<file path="config.mk">
export PLATFORM = sky130hd
export DESIGN_NAME = pwt_device_flat
export DESIGN_NICKNAME = d
export VERILOG_FILES = /design/src/verilog/pwt_pkg.sv /design/src/verilog/pwt_link_if.sv /design/src/verilog/pwt_device.sv /design/src/verilog/pwt_step_seq.sv /design/src/flat_wrapper.sv
export SDC_FILE = /design/constraint.sdc
export NUM_CORES = 1
export LEC_CHECK = 0
export ABC_CLOCK_PERIOD_IN_PS = 4800
export BUFFER_PORTS_ARGS = -buffer_cell sky130_fd_sc_hd__buf_2
export CORE_ASPECT_RATIO = 0.5
export CORE_MARGIN = 3
export CORE_UTILIZATION = 50
export CTS_BUF_LIST = sky130_fd_sc_hd__clkbuf_8
export CTS_CLUSTER_DIAMETER = 30
export DETAILED_ROUTE_END_ITERATION = 12
export GPL_ROUTABILITY_DRIVEN = 0
export PLACE_DENSITY = 0.66
export SYNTH_ARGS = -nofsm -noshare
export SYNTH_HDL_FRONTEND = slang
export SYNTH_SLANG_ARGS = --single-unit
</file>
<file path="constraint.sdc">
create_clock -name clk_sys -period 4.8 [get_ports clk_sys]
set_clock_uncertainty 0.1 [all_clocks]
set_input_delay 0.24 -clock clk_sys [delete_from_list [all_inputs] [get_ports clk_sys]]
set_output_delay 0.24 -clock clk_sys [all_outputs]
set_load 0.005 [all_outputs]
</file>
<file path="src/verilog/pwt_pkg.sv">
// pwt_pkg: shared constants of the protection and pwm timing core
// assumes a 25 MHz system clock on both ends
package pwt_pkg;
  // clock and time base
  localparam int CLK_MHZ = 25;
  localparam int TICK_US = 10;
  localparam int TICK_CYC = TICK_US * CLK_MHZ;
  // clock-fail thresholds: 2.0 kHz and 200 kHz periods
  localparam int CF_LOW_US = 500;
  localparam int CF_LOW_CYC = CF_LOW_US * CLK_MHZ;
  localparam int CF_HIGH_US = 5;
  localparam int CF_HIGH_CYC = CF_HIGH_US * CLK_MHZ;
  // calibration pulse window on chip select
  localparam int CAL_MIN_US = 20;
  localparam int CAL_MAX_US = 200;
  localparam int CAL_MIN_CYC = CAL_MIN_US * CLK_MHZ;
  localparam int CAL_MAX_CYC = CAL_MAX_US * CLK_MHZ;
  localparam int CAL_SHIFT = 2;
  // direct input toggle timeout
  localparam int TOGGLE_MS = 250;
  localparam int TOGGLE_TICKS = TOGGLE_MS * 1000 / TICK_US;
  // pwm: 256 slots a period, default 120 Hz
  localparam int PWM_DEF_HZ = 120;
  localparam int PWM_SLOTS = 256;
  localparam int PWM_DEF_STEP = CLK_MHZ * 1000000 / (PWM_DEF_HZ * PWM_SLOTS);
  // host external clock, 15.36 kHz
  localparam int EXT_CLK_HZ = 15360;
  localparam int EXT_HALF_CYC = CLK_MHZ * 1000000 / (2 * EXT_CLK_HZ);
  // step tables, in 10 us ticks; oc row = profile code
  localparam int OC_STEPS = 7;
  localparam int CB_STEPS = 6;
  localparam int STEP_W = 18;
  localparam logic [STEP_W-1:0] OC_TBL [4][OC_STEPS] = '{
    '{18'h001f4, 18'h000ac, 18'h000c8, 18'h0012c, 18'h001f4, 18'h004c4,
      18'h0116c},
    '{18'h000f8, 18'h00050, 18'h00068, 18'h0009e, 18'h000e0, 18'h00264,
      18'h008ac},
    '{18'h003d4, 18'h00140, 18'h001a4, 18'h00244, 18'h003d4, 18'h00988,
      18'h022d8},
    '{18'h007a8, 18'h00280, 18'h00348, 18'h00488, 18'h007a8, 18'h01310,
      18'h045b0}};
  // cooling rows: 0 medium, 1 fast, 2 slow
  localparam logic [STEP_W-1:0] CB_TBL [3][CB_STEPS] = '{
    '{18'h145c8, 18'h0af00, 18'h0c738, 18'h0e8d0, 18'h11878, 18'h15ec8},
    '{18'h0a348, 18'h05780, 18'h06338, 18'h07148, 18'h08ca0, 18'h0fd20},
    '{18'h28b90, 18'h15d38, 18'h18f38, 18'h1d1a0, 18'h23028, 18'h2bd90}};
  localparam logic [1:0] OC_RESET_SEL = 2'h0;
  localparam logic [1:0] CB_RESET_SEL = 2'h0;
  // host register word addresses
  localparam logic [2:0] REG_CTRL = 3'h0;
  localparam logic [2:0] REG_DIN = 3'h1;
  localparam logic [2:0] REG_CAL = 3'h2;
  localparam logic [2:0] REG_STATUS = 3'h3;
  localparam logic [2:0] REG_MASK = 3'h4;
  localparam logic [2:0] REG_STATE = 3'h5;
  // ctrl fields
  localparam int CTRL_OC = 0;
  localparam int CTRL_CB = 2;
  localparam int CTRL_PWM_EN = 4;
  localparam int CTRL_CLK_SEL = 5;
  localparam int CTRL_EXT_RUN = 6;
  localparam int CTRL_DUTY = 8;
  // status bits
  localparam int ST_CLK_FAIL = 0;
  localparam int ST_TOGGLE = 1;
  localparam int ST_OC_DONE = 2;
  localparam int ST_CB_DONE = 3;
  localparam int ST_CAL_REF = 4;
  localparam int ST_W = 5;
  // host calibration pulse states
  typedef enum logic {CAL_IDLE, CAL_PULSE} pwt_cal_type;
endpackage

</file>
<file path="src/verilog/pwt_link_if.sv">
// pwt_link_if: pins and loose configuration bits between host and device
// assumes both ends share clk_sys
`timescale 1ns/10ps
`default_nettype none
interface pwt_link_if;
  // host to device
  logic [3:0] direct_input;
  logic cs_n;
  logic [1:0] overcurrent_profile_sel;
  logic [1:0] cooling_profile_sel;
  logic pwm_en;
  logic clock_sel;
  logic [8:0] duty;
  // device to host
  logic clock_fail;
  logic [3:0] toggle_lost;
  logic [2:0] oc_step;
  logic [2:0] cb_step;
  logic oc_expired;
  logic cb_expired;
  logic cal_valid;
  modport dev (
    input direct_input, cs_n, overcurrent_profile_sel, cooling_profile_sel,
    input pwm_en, clock_sel, duty,
    output clock_fail, toggle_lost, oc_step, cb_step, oc_expired,
    output cb_expired, cal_valid
  );
  modport host (
    output direct_input, cs_n, overcurrent_profile_sel, cooling_profile_sel,
    output pwm_en, clock_sel, duty,
    input clock_fail, toggle_lost, oc_step, cb_step, oc_expired,
    input cb_expired, cal_valid
  );
endinterface
`default_nettype wire

</file>
<file path="src/verilog/pwt_device.sv">
// pwt_device: timing core of a four-channel switch controller
// assumes the host drives direct inputs and chip select synchronous to clk_sys
// Functional notes
// - oc select picks table, slow after reset
// - seven oc steps, slow typical durations
// - cooling select: 00/11 medium, 01 fast, 10 slow
// - six cooling steps, medium typical durations
// - host external clock 7.68 to 30.72 kHz
// - flag clock fail below 2.0 kHz
// - flag clock fail above 200 kHz
// - detector only when pwm on, external clock
// - uncalibrated pwm runs at 120 Hz
// - calibrated pwm within ten percent
// - calibration pulse only from 20 to 200 us
// - duty 0 is off, full is on
// - host keeps pwm at most 1.0 kHz
// - host keeps duty 5 to 98 percent; pwt_host passes any duty unclamped and leaves the range to software
// - input toggle lost after 250 ms
// - external pwm clock arrives on input 0
//
// The Avalon-MM slave port and the placing of the registers were chosen for this implementation.
`timescale 1ns/10ps
`default_nettype none
module pwt_device #(
  parameter int TICK_CYCLES = pwt_pkg::TICK_CYC,
  parameter int CF_LOW_CYCLES = pwt_pkg::CF_LOW_CYC,
  parameter int CAL_MAX_CYCLES = pwt_pkg::CAL_MAX_CYC,
  parameter int TOGGLE_TICKS = pwt_pkg::TOGGLE_TICKS
) (
  // clock and reset
  input wire logic clk_sys,
  input wire logic rst_n,
  // link to host
  pwt_link_if.dev link,
  // protection triggers
  input wire logic oc_start,
  input wire logic cb_start,
  // switch drive
  output logic [3:0] hs_on,
  output logic oc_running,
  output logic cb_running
);
  import pwt_pkg::*;

  logic [15:0] tick_cnt;
  logic tick;
  logic di0_q;
  logic di0_rise;
  logic cf_active;
  logic [15:0] gap;
  logic cf_armed;
  logic cs_q;
  logic [15:0] cal_len;
  logic [15:0] slot_len;
  logic [15:0] slot_cnt;
  logic int_adv;
  logic pwm_adv;
  logic [7:0] pwm_cnt;
  logic pwm_level;
  logic [STEP_W-1:0] oc_len;
  logic [STEP_W-1:0] cb_len;

  // cooling row from the select code
  function automatic logic [1:0] cb_row(input logic [1:0] sel);
    case (sel)
      2'h1: cb_row = 2'h1;
      2'h2: cb_row = 2'h2;
      default: cb_row = 2'h0;
    endcase
  endfunction

  // 10 us tick shared by sequencers and toggle watch
  always_ff @(posedge clk_sys)
  begin
    if (!rst_n)
      tick_cnt <= 16'h0000;
    else if (tick)
      tick_cnt <= 16'h0000;
    else
      tick_cnt <= tick_cnt + 16'h0001;
  end
  assign tick = (tick_cnt == 16'(TICK_CYCLES - 1));

  // edge of the external clock on input 0
  always_ff @(posedge clk_sys)
  begin
    if (!rst_n)
      di0_q <= 1'b0;
    else
      di0_q <= link.direct_input[0];
  end
  assign di0_rise = link.direct_input[0] & ~di0_q;

  // clock-fail detector, period measured between rising edges
  assign cf_active = link.pwm_en & ~link.clock_sel;
  always_ff @(posedge clk_sys)
  begin
    if (!rst_n)
    begin
      gap <= 16'h0000;
      cf_armed <= 1'b0;
      link.clock_fail <= 1'b0;
    end
    else if (!cf_active)
    begin
      gap <= 16'h0000;
      cf_armed <= 1'b0;
      link.clock_fail <= 1'b0;
    end
    else if (di0_rise)
    begin
      gap <= 16'h0000;
      cf_armed <= 1'b1;
      // edges too close means clock too fast; the first edge after
      // switching on has no period behind it, so it is not judged
      link.clock_fail <= cf_armed && (gap < 16'(CF_HIGH_CYC - 1));
    end
    else if (gap >= 16'(CF_LOW_CYCLES - 1))
      link.clock_fail <= 1'b1;
    else
      gap <= gap + 16'h0001;
  end

  // chip-select low pulse measured for calibration
  always_ff @(posedge clk_sys)
  begin
    if (!rst_n)
    begin
      cs_q <= 1'b1;
      cal_len <= 16'h0000;
      slot_len <= 16'(PWM_DEF_STEP);
      link.cal_valid <= 1'b0;
    end
    else
    begin
      cs_q <= link.cs_n;
      if (!link.cs_n)
      begin
        if (cal_len != 16'hffff)
          cal_len <= cal_len + 16'h0001;
      end
      else
        cal_len <= 16'h0000;
      // a pulse outside the window leaves the old rate alone
      if (link.cs_n && !cs_q && cal_len >= 16'(CAL_MIN_CYC)
          && cal_len <= 16'(CAL_MAX_CYCLES))
      begin
        slot_len <= cal_len >> CAL_SHIFT;
        link.cal_valid <= 1'b1;
      end
    end
  end

  // internal pwm slot timer
  always_ff @(posedge clk_sys)
  begin
    if (!rst_n)
      slot_cnt <= 16'h0000;
    else if (int_adv)
      slot_cnt <= 16'h0000;
    else
      slot_cnt <= slot_cnt + 16'h0001;
  end
  assign int_adv = (slot_cnt >= slot_len - 16'h0001);
  assign pwm_adv = link.clock_sel ? int_adv : di0_rise;

  // pwm counter and compare; duty 256 is full on, 0 full off
  always_ff @(posedge clk_sys)
  begin
    if (!rst_n)
    begin
      pwm_cnt <= 8'h00;
      pwm_level <= 1'b0;
    end
    else
    begin
      if (pwm_adv)
        pwm_cnt <= pwm_cnt + 8'h01;
      pwm_level <= ({1'b0, pwm_cnt} < link.duty);
    end
  end

  // switch drive: pwm when enabled, else the direct inputs
  always_ff @(posedge clk_sys)
  begin
    if (!rst_n)
      hs_on <= 4'h0;
    else if (link.pwm_en)
      hs_on <= {4{pwm_level}};
    else
      hs_on <= link.direct_input;
  end

  // toggle watch, one per direct input
  genvar gi;
  generate
    for (gi = 0; gi < 4; gi++)
    begin : g_toggle
      logic last;
      logic [15:0] idle;
      always_ff @(posedge clk_sys)
      begin
        if (!rst_n)
        begin
          last <= 1'b0;
          idle <= 16'h0000;
          link.toggle_lost[gi] <= 1'b0;
        end
        else
        begin
          last <= link.direct_input[gi];
          if (link.direct_input[gi] != last)
          begin
            idle <= 16'h0000;
            link.toggle_lost[gi] <= 1'b0;
          end
          else if (tick && idle >= 16'(TOGGLE_TICKS - 1))
            link.toggle_lost[gi] <= 1'b1;
          else if (tick)
            idle <= idle + 16'h0001;
        end
      end
    end
  endgenerate

  // step lengths from the selected profile tables
  assign oc_len = OC_TBL[link.overcurrent_profile_sel][link.oc_step];
  assign cb_len = CB_TBL[cb_row(link.cooling_profile_sel)][link.cb_step];

  // over-current and cooling step sequencers
  pwt_step_seq #(
    .STEPS(OC_STEPS)
  ) u_oc_seq (
    .clk_sys(clk_sys),
    .rst_n(rst_n),
    .tick(tick),
    .start(oc_start),
    .step_len(oc_len),
    .step(link.oc_step),
    .running(oc_running),
    .expired(link.oc_expired)
  );
  pwt_step_seq #(
    .STEPS(CB_STEPS)
  ) u_cb_seq (
    .clk_sys(clk_sys),
    .rst_n(rst_n),
    .tick(tick),
    .start(cb_start),
    .step_len(cb_len),
    .step(link.cb_step),
    .running(cb_running),
    .expired(link.cb_expired)
  );
endmodule
`default_nettype wire

</file>
<file path="src/verilog/pwt_step_seq.sv">
// pwt_step_seq: walks a fixed number of timed steps on a tick
// assumes step_len is valid for the step currently shown
`timescale 1ns/10ps
`default_nettype none
module pwt_step_seq #(
  parameter int STEPS = 7
) (
  // clock and reset
  input wire logic clk_sys,
  input wire logic rst_n,
  // control
  input wire logic tick,
  input wire logic start,
  input wire logic [pwt_pkg::STEP_W-1:0] step_len,
  // state
  output logic [2:0] step,
  output logic running,
  output logic expired
);
  import pwt_pkg::*;
  logic [STEP_W-1:0] elapsed;

  // restart wins over a running sequence
  always_ff @(posedge clk_sys)
  begin
    if (!rst_n)
    begin
      step <= 3'h0;
      running <= 1'b0;
      expired <= 1'b0;
      elapsed <= '0;
    end
    else
    begin
      expired <= 1'b0;
      if (start)
      begin
        step <= 3'h0;
        running <= 1'b1;
        elapsed <= '0;
      end
      else if (running && tick)
      begin
        if (elapsed >= step_len - 1'b1)
        begin
          elapsed <= '0;
          if (step == 3'(STEPS - 1))
          begin
            running <= 1'b0;
            expired <= 1'b1;
          end
          else
            step <= step + 3'h1;
        end
        else
          elapsed <= elapsed + 1'b1;
      end
    end
  end
endmodule
`default_nettype wire

</file>
<file path="src/flat_wrapper.sv">
// flat-port wrapper written by rule: the top's interface ports become plain ports
module pwt_device_flat import pwt_pkg::*;
#(
  parameter int TICK_CYCLES = pwt_pkg::TICK_CYC,
  parameter int CF_LOW_CYCLES = pwt_pkg::CF_LOW_CYC,
  parameter int CAL_MAX_CYCLES = pwt_pkg::CAL_MAX_CYC,
  parameter int TOGGLE_TICKS = pwt_pkg::TOGGLE_TICKS
)
  (clk_sys, rst_n, oc_start, cb_start, hs_on, oc_running, cb_running, link_direct_input, link_cs_n, link_overcurrent_profile_sel, link_cooling_profile_sel, link_pwm_en, link_clock_sel, link_duty, link_clock_fail, link_toggle_lost, link_oc_step, link_cb_step, link_oc_expired, link_cb_expired, link_cal_valid);
  pwt_link_if link_i ();
  input wire logic clk_sys;
  input wire logic rst_n;
  input wire logic oc_start;
  input wire logic cb_start;
  output logic [3:0] hs_on;
  output logic oc_running;
  output logic cb_running;
  input wire logic [$bits(link_i.direct_input)-1:0] link_direct_input;
  input wire logic [$bits(link_i.cs_n)-1:0] link_cs_n;
  input wire logic [$bits(link_i.overcurrent_profile_sel)-1:0] link_overcurrent_profile_sel;
  input wire logic [$bits(link_i.cooling_profile_sel)-1:0] link_cooling_profile_sel;
  input wire logic [$bits(link_i.pwm_en)-1:0] link_pwm_en;
  input wire logic [$bits(link_i.clock_sel)-1:0] link_clock_sel;
  input wire logic [$bits(link_i.duty)-1:0] link_duty;
  output wire logic [$bits(link_i.clock_fail)-1:0] link_clock_fail;
  output wire logic [$bits(link_i.toggle_lost)-1:0] link_toggle_lost;
  output wire logic [$bits(link_i.oc_step)-1:0] link_oc_step;
  output wire logic [$bits(link_i.cb_step)-1:0] link_cb_step;
  output wire logic [$bits(link_i.oc_expired)-1:0] link_oc_expired;
  output wire logic [$bits(link_i.cb_expired)-1:0] link_cb_expired;
  output wire logic [$bits(link_i.cal_valid)-1:0] link_cal_valid;
  assign link_i.direct_input = link_direct_input;
  assign link_i.cs_n = link_cs_n;
  assign link_i.overcurrent_profile_sel = link_overcurrent_profile_sel;
  assign link_i.cooling_profile_sel = link_cooling_profile_sel;
  assign link_i.pwm_en = link_pwm_en;
  assign link_i.clock_sel = link_clock_sel;
  assign link_i.duty = link_duty;
  assign link_clock_fail = link_i.clock_fail;
  assign link_toggle_lost = link_i.toggle_lost;
  assign link_oc_step = link_i.oc_step;
  assign link_cb_step = link_i.cb_step;
  assign link_oc_expired = link_i.oc_expired;
  assign link_cb_expired = link_i.cb_expired;
  assign link_cal_valid = link_i.cal_valid;
  pwt_device #(.TICK_CYCLES(TICK_CYCLES), .CF_LOW_CYCLES(CF_LOW_CYCLES), .CAL_MAX_CYCLES(CAL_MAX_CYCLES), .TOGGLE_TICKS(TOGGLE_TICKS)) u_core (.clk_sys(clk_sys), .rst_n(rst_n), .link(link_i), .oc_start(oc_start), .cb_start(cb_start), .hs_on(hs_on), .oc_running(oc_running), .cb_running(cb_running));
endmodule
</file>
==> metrics.md, run 1 <==
| Metric | Value |
|---|---|
| Multi-input combinational cell area | `0.00803 mm2` |
| Clock-pin slew on the worst setup and hold paths | `0.06 ns` |
| Post-synthesis net count | `1,652` |
| Worst hold path class | `input pin to flip-flop` |
| CP arrival | `4.67 ns` |
| Slew margin rel. | `46.4%` |
| Number of global-route vias before repair | `10,477` |
| Register area share after synthesis | `33.4%` |
| CP max stage cell | `dfxtp_1` |
| Final period utilization | `90.8%` |
| Clock buffer depth | `3` |
| Pre-antenna DRT Iters | `5` |
| Hpwl dp | `20,100 um` |
| Most common cell on crit path | `buf_4` |
| Mean Syn Cell Area | `8.29 um2` |
| Routed via count | `11,119` |
| Number of routed nets with antenna violations | `0` |
| Status | `finished clean` |
| Busiest grt layer | `met2` |
| Clock Latency Late Sink | `0.55 ns` |
| Crit-path cells | `buf_4, nor3_1, o31ai_1, nand3_1, nor4_4, o21ba_2, ha_1, o21ai_0, a2111o_1, o211ai_1, a21o_1, buf_4, nor2_1` |
| Routing usage on met2 | `33.5%` |
| # fillers | `2,248` |
| Final Instance Area | `0.0142 mm2` |
| Synth top area cells | `dfxtp_1, ha_1, nor2_1` |
| CTS tree | `built` |
| Crit Reg-Reg Startpoint | `u_core.u_oc_seq.step[1]$_SDFFE_PP0P_` |
| Initial antenna violation count | `0` |
| First-pass GRT wire length | `48,300 um` |
| Yosys reg bits | `213` |
| Synth unique cells | `91` |
| CP Capture Type | `flip-flop` |
| Postcts setup bufs | `0` |
| Max-cap violations | `0` |
| Buffers added on ports | `43` |
| Row cnt | `40` |
| Post-route setup slack | `0.441 ns` |
| Syn. warnings | `0` |
| Setup violations, final | `0` |
| Syn-to-layout area delta | `10.9%` |
| Min-delay src | `link_clock_sel` |
| Post-synth EDFFs | `0` |
| Most frequent cell after synthesis | `dfxtp_1` |
| Worst-path fanout max | `20` |
| I/O pin count | `44` |
| Final core utilization | `57.7%` |
| DR WL/cell | `14.4 um` |
| Clock sinks | `213` |
| P_leak | `5.36 nW` |
| Die H | `119 um` |
| Final setup TNS | `0 ns` |
| Root Driver | `clkbuf_8` |
| N_diodes | `0` |
| Met1 Use GR | `26.8%` |
| Max-slew violation count | `0` |
| Total CTS buffers | `38` |
| Total gr overflow | `0` |
| Dominant cell type by area after synthesis | `dfxtp_1` |
| DR vias/cell | `5.70` |
| Total wire length | `28,100 um` |
| Ys flop type | `dfxtp_1` |
| H-tree depth | `2` |
| Starting DRT DRC Count | `766` |
| Worst VDD drop | `0.000189 V` |
| # DRC | `0` |
| Worst-margin pin slew | `0.805 ns` |
| Fmax | `229 MHz` |
| Die W | `232 um` |
| Routing usage on met3 | `4.06%` |
| Crit path max-delay family | `compound AO/OA/AOI/OAI gates` |
| Largest net degree at the start of global routing | `33` |
| Storage element area | `0.00427 mm2` |
| Core area | `0.0245 mm2` |
| Area share of the largest cell type after synthesis | `33.4%` |
| Crit path kind | `flip-flop to flip-flop` |
| RSZ-0062 raised after global routing | `no` |
| Worst R2R Setup Slack | `0.44 ns` |
| Worst setup SP type | `flip-flop` |
| Hold EP | `u_core.pwm_cnt[1]$_SDFFE_PN0P_` |
| Post-DP Area | `0.0133 mm2` |
| Minimum clock period | `4.36 ns` |
| Buf+Inv Stages, Crit Path | `2` |
| Die area | `0.0276 mm2` |
| Worst Path Required | `5.11 ns` |
| CP peak stage delay | `0.75 ns` |
| Power per cell area | `264 mW/mm2` |
| Layout cells sized above 1 | `10.7%` |
| Dpl ws | `0.0725 ns` |
| Async set-or-reset flop fraction in the synthesized netlist | `0%` |
| Final #Nets | `1,698` |
| Final Hold Viols | `0` |
| Initial core utilization | `52.1%` |
| Total track usage | `20.3%` |
| Post-Syn Instances | `1,540` |
| Synth top cells by count | `dfxtp_1, nor2_1, nand2_1` |
| Reg2Reg Depth | `13` |
| Worst hold path depth | `3` |
| R2r endpoint | `u_core.u_oc_seq.elapsed[12]$_SDFFE_PP0P_` |
| Cell Area, Synth | `0.0128 mm2` |
==> worst min-delay path, stage by stage <==
cell	delay [ns]
buf_2	0.11
nor2_1	0.07
o31ai_1	0.21
==> cell usage in the layout (no fill, tap or decap), drive strengths merged, types with 10 or more instances in the layout <==
cell type / instances
or3: 29
nor4: 24
a21oi: 78
xnor2: 81
nand3: 55
a21o: 13
buf: 64
nand3b: 10
nor2: 195
nand2b: 25
o21ai: 63
o211ai: 11
and4: 13
nand2: 116
and3: 27
ha: 88
and2: 25
a31oi: 14
clkbuf: 46
a211oi: 15
nor2b: 19
inv: 59
dfxtp: 213
xor2: 56
nor3: 49
mux2i: 26
nand4: 40
==> stage by stage <==
stage | hold WS, ns | total power, mW | instances
6_report | 0.0343 | 3.73 | 1949
5_1_grt | 0.0813 | 3.91 | 1949
4_1_cts | 0.00166 | 3.79 | 1949
3_5_place_dp | 0.345 | 2.04 | 1874
3_3_place_gp | 0.334 | 2.04 | 1874
2_1_floorplan | 0.262 | 1.98 | 1540
==> metal layers <==
layer	up-vias	share of wire (%)
li1	5601	-
met1	5219	47
met2	246	46
met3	53	4.5
met4	0	2.0
met5	-	0
==> timing repair <==
action / in CTS / in global routing
gates resized for setup: 0 / 4
hold endpoints to repair: 19 / 0
hold buffers: 8 / 0
setup endpoints to repair: 0 / 17
==> state kept, by name, summed over array words and instances (netlist names), 3 cells and up <==
name and count:
u_core.u_oc_seq.elapsed 18, u_core.g_toggle.last 4, u_core.link.toggle_lost 4, u_core.g_toggle.idle 64
u_core.u_oc_seq.step 3, u_core.tick_cnt 16, u_core.slot_cnt 16, u_core.gap 16
u_core.hs_on 4, u_core.u_cb_seq.elapsed 18, u_core.slot_len 14, u_core.u_cb_seq.step 3
u_core.pwm_cnt 8, u_core.cal_len 16
==> logic make-up after synthesis <==
family          synth area share, %
buf+inv                        3.86
xor+xnor                       9.40
simple gates                   26.8
fa+ha+maj                      8.62
flops                          33.4
mux                            2.83
compound gates                 15.1
==> report_power, final <==
part	switching, mW	total [mW]	internal, mW
Combinational	0.134	0.219	0.0846
Clock	0.783	1.72	0.938
Sequential	0.0109	1.79	1.78
Total	0.928	3.73	2.80
==> how the worst max path moves through the flow <==
stage / from / to / slack, ns / depth (start not counted)
after global placement: link_cooling_profile_sel[0] / u_core.u_cb_seq.elapsed[2]$_SDFFE_PP0P_ / 0.29 / 20
after CTS: u_core.u_cb_seq.step[1]$_SDFFE_PP0P_ / u_core.u_cb_seq.elapsed[2]$_SDFFE_PP0P_ / 0.22 / 18
final: u_core.u_oc_seq.step[1]$_SDFFE_PP0P_ / u_core.u_oc_seq.elapsed[12]$_SDFFE_PP0P_ / 0.44 / 13
after detailed placement: link_cooling_profile_sel[0] / u_core.u_cb_seq.elapsed[2]$_SDFFE_PP0P_ / 0.07 / 20
after floorplan: u_core.u_cb_seq.step[2]$_SDFFE_PP0P_ / u_core.u_cb_seq.elapsed[2]$_SDFFE_PP0P_ / 0.44 / 18
after global routing: u_core.u_cb_seq.step[1]$_SDFFE_PP0P_ / u_core.u_cb_seq.elapsed[2]$_SDFFE_PP0P_ / 0.09 / 18
==> layout make-up <==
type	count	share of cell area [%]
timing repair buffer	72	3.20
clock inverter	21	1.09
tap	336	2.97
multi-input combinational	1207	56.7
clock buffer	46	4.47
inverter	54	1.46
sequential	213	30.1
Power figures use the tool's default switching activity.
==> run 2: changes to the inputs <==
- RECOVER_POWER: default -> 50
==> run 2 against run 1 <==
  * The run now ends with capacitance limit, slew limit left
  * Via count decreased by 0.28%
  * Non-clock buffer count unchanged
  * Maximum frequency fell by 0.17%
  * Global-route usage did not move
  * Worst setup slack lost 0.0074 ns
  * Design area fell by 0.32%
  * Critical path type unchanged
  * Critical endpoint unchanged
  * Largest cell class unchanged
==> metrics.md, run 2 (synthesis gave the netlist of run 1 again) <==
| Metric | Value |
|---|---|
| Routing usage on met2 | `33.5% (unchanged)` |
| Worst hold path class | `input pin to flip-flop` |
| Combinational power share | `5.8% (about the same)` |
| Final setup TNS | `0 ns (unchanged)` |
| Crit-path cells | `buf_4, nor3_1, o31ai_1, nand3_1, nor4_4, o21ba_2, ha_1, o21ai_0, a2111o_1, o211ai_1, a21o_1, buf_4, nor2_1` |
| Min-delay src | `link_clock_sel` |
| Sequential share of power | `48.0% (about the same)` |
| Routed via count | `11,088 (-0.28%)` |
| Most flop-heavy register | `u_core.g_toggle.idle` |
| Busiest grt layer | `met2` |
| Most common cell on crit path | `buf_4` |
| Routing usage on met3 | `4.06% (unchanged)` |
| Final Instance Area | `0.0141 mm2 (-0.32%)` |
| Crit path kind | `flip-flop to flip-flop` |
| Total CTS buffers | `38 (unchanged)` |
| Worst-path fanout max | `20 (unchanged)` |
| Worst-margin pin slew | `1.62 ns (+0.817 ns)` |
| First-pass GRT wire length | `48,300 um (unchanged)` |
| Die W | `232 um (unchanged)` |
| Final Hold Viols | `0 (unchanged)` |
| CP startpoint | `u_core.u_oc_seq.step[1]$_SDFFE_PP0P_` |
| Number of routed nets with antenna violations | `0 (unchanged)` |
| Met1 Use GR | `26.8% (unchanged)` |
| CP max stage cell | `dfxtp_1` |
| Most common library cell in the layout ignoring fill and taps | `dfxtp_1` |
| Starting DRT DRC Count | `836 (+9.1%)` |
| Die area | `0.0276 mm2 (unchanged)` |
| Hpwl dp | `20,100 um (unchanged)` |
| DR WL/cell | `14.4 um (about the same)` |
| Final #Nets | `1,698 (unchanged)` |
| Initial antenna violation count | `0 (unchanged)` |
| Max-slew violation count | `41 (+41)` |
| # DRC | `0 (unchanged)` |
| Setup violations, final | `0 (unchanged)` |
| Pre-antenna DRT Iters | `5 (unchanged)` |
| Clock sinks | `213 (unchanged)` |
| Syn-to-layout area delta | `10.5%` |
| Clock power share | `46.2% (about the same)` |
| Crit Reg-Reg Startpoint | `u_core.u_oc_seq.step[1]$_SDFFE_PP0P_` |
| DR vias/cell | `5.69 (-0.28%)` |
| H-tree depth | `2 (unchanged)` |
| Minimum clock period | `4.37 ns (+0.00739 ns)` |
| Number of global-route vias before repair | `10,477 (unchanged)` |
| N_diodes | `0 (unchanged)` |
| Final period utilization | `91.0% (+0.15 points)` |
| Status | `finished, violations left` |
| Total track usage | `20.3% (unchanged)` |
| Die H | `119 um (unchanged)` |
| Worst R2R Setup Slack | `0.43 ns (about the same)` |
| Layout cells sized above 1 | `9.55% (-1.1 points)` |
| Initial core utilization | `52.1% (unchanged)` |
| NetSw | `0.930 mW (+0.22%)` |
| Slew margin rel. | `-9.09% (-55 points)` |
| Total gr overflow | `0 (unchanged)` |
| P_int | `2.80 mW (about the same)` |
| Worst Path Required | `5.11 ns (about the same)` |
| Post-DP Area | `0.0133 mm2 (unchanged)` |
| Row cnt | `40 (unchanged)` |
| I/O pin count | `44 (unchanged)` |
| CTS tree | `built` |
| Largest net degree at the start of global routing | `33 (unchanged)` |
| Clock buffer depth | `3 (unchanged)` |
| Biggest regs | `u_core.g_toggle.idle x64, u_core.u_cb_seq.elapsed x18, u_core.u_oc_seq.elapsed x18` |
| CP peak stage delay | `0.76 ns (about the same)` |
| Buffers added on ports | `43 (unchanged)` |
| CP arrival | `4.67 ns (about the same)` |
| Max reg flops | `64 (unchanged)` |
| P_leak | `5.30 nW (-1.0%)` |
| Worst VDD drop | `0.000189 V (about the same)` |
| Postcts setup bufs | `0 (unchanged)` |
| Root Driver | `clkbuf_8` |
| CP Capture Type | `flip-flop` |
| Fmax | `229 MHz (-0.17%)` |
| RSZ-0062 raised after global routing | `no` |
| Total wire length | `28,100 um (about the same)` |
| Clock-pin slew on the worst setup and hold paths | `0.06 ns (about the same)` |
| Failing checks | `capacitance limit, slew limit` |
| Clock Latency Late Sink | `0.55 ns (about the same)` |
| Commonest non-fill, non-tap cells in the layout | `dfxtp_1, nor2_1, nand2_1, ha_1, xnor2_1` |
| Power per cell area | `264 mW/mm2 (+0.35%)` |
| Sw frac | `24.9% (+0.047 points)` |
| Core area | `0.0245 mm2 (unchanged)` |
| Worst setup SP type | `flip-flop` |
| Max-cap violations | `2 (+2)` |
[run 2: cell types whose count changed in the layout (fill, tap and decap cells not counted), sizes merged]
cell / before / now
buf: 64 / 49
clkbuf: 46 / 61
[run 2: critical path, delay by kind of cell (launching register included)]
kind | cells | cell delay [ns]
AOI/OAI and AO/OA | 6 | 1.62
adders and majority gates | 1 | 0.26
buffers and inverters | 2 | 0.51
DFF | 1 | 0.76
and+or+nand+nor | 4 | 0.97
[run 2: path summary, 6_finish.rpt]
| check | cells after the start | to |
|---|---|---|
| worst max-delay path | 13 | u_core.u_oc_seq.elapsed[12]$_SDFFE_PP0P_ |
| worst min-delay path | 3 | u_core.pwm_cnt[1]$_SDFFE_PN0P_ |
| worst max register to register | 13 | u_core.u_oc_seq.elapsed[12]$_SDFFE_PP0P_ |
| worst min register to register | 1 | u_core.gap[14]$_SDFFE_PP0N_ |
[run 2: power by group through the flow]
stage               Combinational (mW)  Sequential (mW)  Clock, mW
floorplan                        0.152             1.83          0
detailed placement               0.211             1.83          0
finish                           0.218             1.79       1.72
global route                     0.247             1.79       1.87
global placement                 0.205             1.83          0
CTS                              0.218             1.79       1.78
[run 2: per-layer routing]
metal,share of wire (%),wire [um],vias up
li1,-,-,5610
met4,2.1,601,0
met3,3.8,1080,55
met2,46,13000,190
met1,48,13400,5233
met5,0,0,-
[run 2: final cells by class]
class | count | area [um2]
clock buffer | 46 | 633
fill | 2256 | 10400
tap | 336 | 420
inverter | 54 | 206
clock inverter | 21 | 154
timing repair buffer | 72 | 427
multi-input combinational | 1207 | 8010
sequential | 213 | 4270
[run 2: repair_timing]
item                                   4_1_cts  5_1_grt
gates resized for setup                      0        4
setup endpoints to repair                    0       17
hold buffers                                 8        0
endpoints found under the hold margin       19        0
[run 2: stage by stage]
stage / util [%] / hold slack, ns / std cells / total power [mW] / setup WS [ns]
4_1_cts: 57.7 / 0.00166 / 1949 / 3.79 / 0.218
3_5_place_dp: 54.1 / 0.345 / 1874 / 2.04 / 0.0725
6_report: 57.6 / 0.0328 / 1949 / 3.73 / 0.433
2_1_floorplan: - / 0.262 / 1540 / 1.98 / 0.441
3_3_place_gp: 54.1 / 0.334 / 1874 / 2.04 / 0.286
5_1_grt: 57.6 / 0.0826 / 1949 / 3.91 / 0.0839
==> run 3: changes to the inputs <==
- PLACE_DENSITY: 0.66 -> 0.68
==> run 3 against run 2 <==
  * Design area down 0.29%
  * Critical path depth unchanged
  * Flip-flop and latch count unchanged
  * First-iteration DRC count down 12%
  * The flow still finishes with violations (capacitance limit, slew limit)
  * Clock power about the same
  * Final cell count unchanged
==> metrics.md, run 3 (synthesis gave the netlist of run 1 again) <==
| Metric | Value |
|---|---|
| DR WL/cell | `14.4 um (-0.53%)` |
| Worst VDD drop | `0.000174 V (-7.9%)` |
| Core area | `0.0245 mm2 (unchanged)` |
| Layout cells sized above 1 | `9.55% (unchanged)` |
| Busiest grt layer | `met2` |
| Final core utilization | `57.4% (-0.17 points)` |
| Routing usage on met3 | `3.90% (-0.17 points)` |
| Sw frac | `24.4% (-0.49 points)` |
| Total track usage | `20.0% (-0.27 points)` |
| Power per cell area | `264 mW/mm2 (-0.14%)` |
| Met1 Use GR | `26.7% (-0.12 points)` |
| Clock sinks | `213 (unchanged)` |
| Syn-to-layout area delta | `10.2%` |
| RSZ-0062 raised after global routing | `no` |
| NetSw | `0.908 mW (-2.4%)` |
| Status | `finished, violations left` |
| Dpl ws | `0.0748 ns (+0.00233 ns)` |
| Initial antenna violation count | `0 (unchanged)` |
| Failing checks | `capacitance limit, slew limit` |
| Worst-margin pin slew | `1.62 ns (-0.00528 ns)` |
| CP Capture Type | `flip-flop` |
| Postcts setup bufs | `0 (unchanged)` |
| Buf+Inv Stages, Crit Path | `2 (unchanged)` |
| Total Power | `3.72 mW (-0.43%)` |
| Total gr overflow | `0 (unchanged)` |
| Buffers added on ports | `43 (unchanged)` |
| I/O pin count | `44 (unchanged)` |
| Worst-path fanout max | `22 (+10%)` |
| First-pass GRT wire length | `47,900 um (-0.90%)` |
| Clock-pin slew on the worst setup and hold paths | `0.06 ns (about the same)` |
| Total wire length | `28,000 um (-0.53%)` |
| Sequential share of power | `48.2% (+0.2 points)` |
| Max-cap violations | `2 (unchanged)` |
| H-tree depth | `2 (unchanged)` |
| Final setup TNS | `0 ns (unchanged)` |
| Number of global-route vias before repair | `10,348 (-1.2%)` |
| Row cnt | `40 (unchanged)` |
| Crit-path cells | `buf_4, nor2b_1, a221oi_1, a31o_2, nor4_4, o21ba_2, ha_1, o21ai_0, a2111o_1, o211ai_1, a21o_1, buf_4, a21oi_1` |
| Worst hold path class | `input pin to flip-flop` |
| P_int | `2.81 mW (+0.22%)` |
| Hpwl dp | `19,800 um (-1.5%)` |
| Commonest non-fill, non-tap cells in the layout | `dfxtp_1, nor2_1, nand2_1, ha_1, xnor2_1` |
| Final Hold Viols | `0 (unchanged)` |
| Number of routed nets with antenna violations | `0 (unchanged)` |
| Combinational power share | `5.8% (about the same)` |
| Die H | `119 um (unchanged)` |
| N_diodes | `0 (unchanged)` |
| Die W | `232 um (unchanged)` |
| Crit path max-delay family | `compound AO/OA/AOI/OAI gates` |
| P_leak | `5.33 nW (+0.47%)` |
| Max reg flops | `64 (unchanged)` |
| Fmax | `222 MHz (-3.1%)` |
| Initial core utilization | `52.1% (unchanged)` |
| Die area | `0.0276 mm2 (unchanged)` |
| Routed via count | `11,055 (-0.30%)` |
| Routing usage on met2 | `33.2% (-0.39 points)` |
| # fillers | `2,174 (-3.6%)` |
| Most common library cell in the layout ignoring fill and taps | `dfxtp_1` |
| Clock Latency Late Sink | `0.54 ns (about the same)` |
| Most common cell on crit path | `buf_4` |
| DR vias/cell | `5.67 (-0.30%)` |
| Setup violations, final | `0 (unchanged)` |
| Minimum clock period | `4.50 ns (+0.138 ns)` |
| Final #Nets | `1,698 (unchanged)` |
| Largest net degree at the start of global routing | `37 (+12%)` |
| Final period utilization | `93.8% (+2.9 points)` |
| Most flop-heavy register | `u_core.g_toggle.idle` |
| CP peak stage delay | `0.84 ns (+0.08 ns)` |
| Clock buffer depth | `3 (unchanged)` |
| Slew margin rel. | `-8.74% (+0.36 points)` |
| Biggest regs | `u_core.g_toggle.idle x64, u_core.u_cb_seq.elapsed x18, u_core.u_oc_seq.elapsed x18` |
| Worst setup SP type | `flip-flop` |
| CTS tree | `built` |
| # DRC | `0 (unchanged)` |
| Clock power share | `45.9% (-0.3 points)` |
| Worst Path Required | `5.10 ns (about the same)` |
| Root Driver | `clkbuf_8` |
| Max-slew violation count | `45 (+9.8%)` |
| Starting DRT DRC Count | `739 (-12%)` |
| Total CTS buffers | `37 (-2.6%)` |
| Crit path kind | `flip-flop to flip-flop` |
| Pre-antenna DRT Iters | `5 (unchanged)` |
| CP arrival | `4.81 ns (+0.14 ns)` |
| CP max stage cell | `dfxtp_1` |
| Post-route setup slack | `0.295 ns (-0.138 ns)` |
[run 3: power by group through the flow]
stage	Sequential, mW	Clock, mW	Combinational (mW)
finish	1.79	1.71	0.217
global route	1.79	1.85	0.245
CTS	1.79	1.76	0.217
detailed placement	1.83	0	0.211
global placement	1.83	0	0.204
floorplan	1.83	0	0.152
[run 3: worst paths after layout]
check	start	to	slack [ns]	depth (start not counted)
setup reg to reg	u_core.u_oc_seq.step[1]$_SDFFE_PP0P_	u_core.u_oc_seq.elapsed[1]$_SDFFE_PP0P_	0.30	13
hold / removal	link_pwm_en	u_core.hs_on[1]$_SDFF_PN0_	0.05	3
hold reg to reg	u_core.link.cal_valid$_SDFFE_PN0P_	u_core.link.cal_valid$_SDFFE_PN0P_	0.36	1
setup / recovery	u_core.u_oc_seq.step[1]$_SDFFE_PP0P_	u_core.u_oc_seq.elapsed[1]$_SDFFE_PP0P_	0.30	13
[run 3: final cells by class]
| class | count | area, um2 | share of cell area, % |
|---|---|---|---|
| Sequential cell | 213 | 4270 | 30.3 |
| Inverter | 54 | 206 | 1.47 |
| Clock inverter | 19 | 129 | 0.916 |
| Tap cell | 336 | 420 | 2.99 |
| Timing Repair Buffer | 73 | 444 | 3.16 |
| Multi-Input combinational cell | 1207 | 7960 | 56.6 |
| Clock buffer | 47 | 647 | 4.60 |
[run 3: what timing repair did]
action / CTS / global route
gates resized for setup: 0 / 4
hold buffers: 8 / 0
endpoints found under the setup margin: 0 / 18
hold endpoints to repair: 18 / 0
[run 3: worst register-to-register path: stages, from the launching register on]
cell      delay, ns
dfxtp_1        0.84
buf_4          0.30
nor2b_1        0.36
a221oi_1       0.16
a31o_2         0.31
nor4_4         0.49
o21ba_2        0.23
ha_1           0.26
o21ai_0        0.08
a2111o_1       0.44
o211ai_1       0.35
a21o_1         0.17
buf_4          0.22
a21oi_1        0.08
[run 3: metrics by stage]
step | area (um2) | hold slack (ns) | std cells
2_1_floorplan | 12800 | 0.262 | 1540
3_3_place_gp | 13300 | 0.336 | 1875
3_5_place_dp | 13300 | 0.341 | 1875
4_1_cts | 14100 | 0.00954 | 1949
5_1_grt | 14100 | 0.0337 | 1949
6_report | 14100 | 0.0456 | 1949
[run 3: per-layer routing]
layer | up-vias | wire, um
met4 | 0 | 557
met1 | 5187 | 13500
li1 | 5607 | -
met3 | 49 | 1200
met2 | 212 | 12700
met5 | - | 0
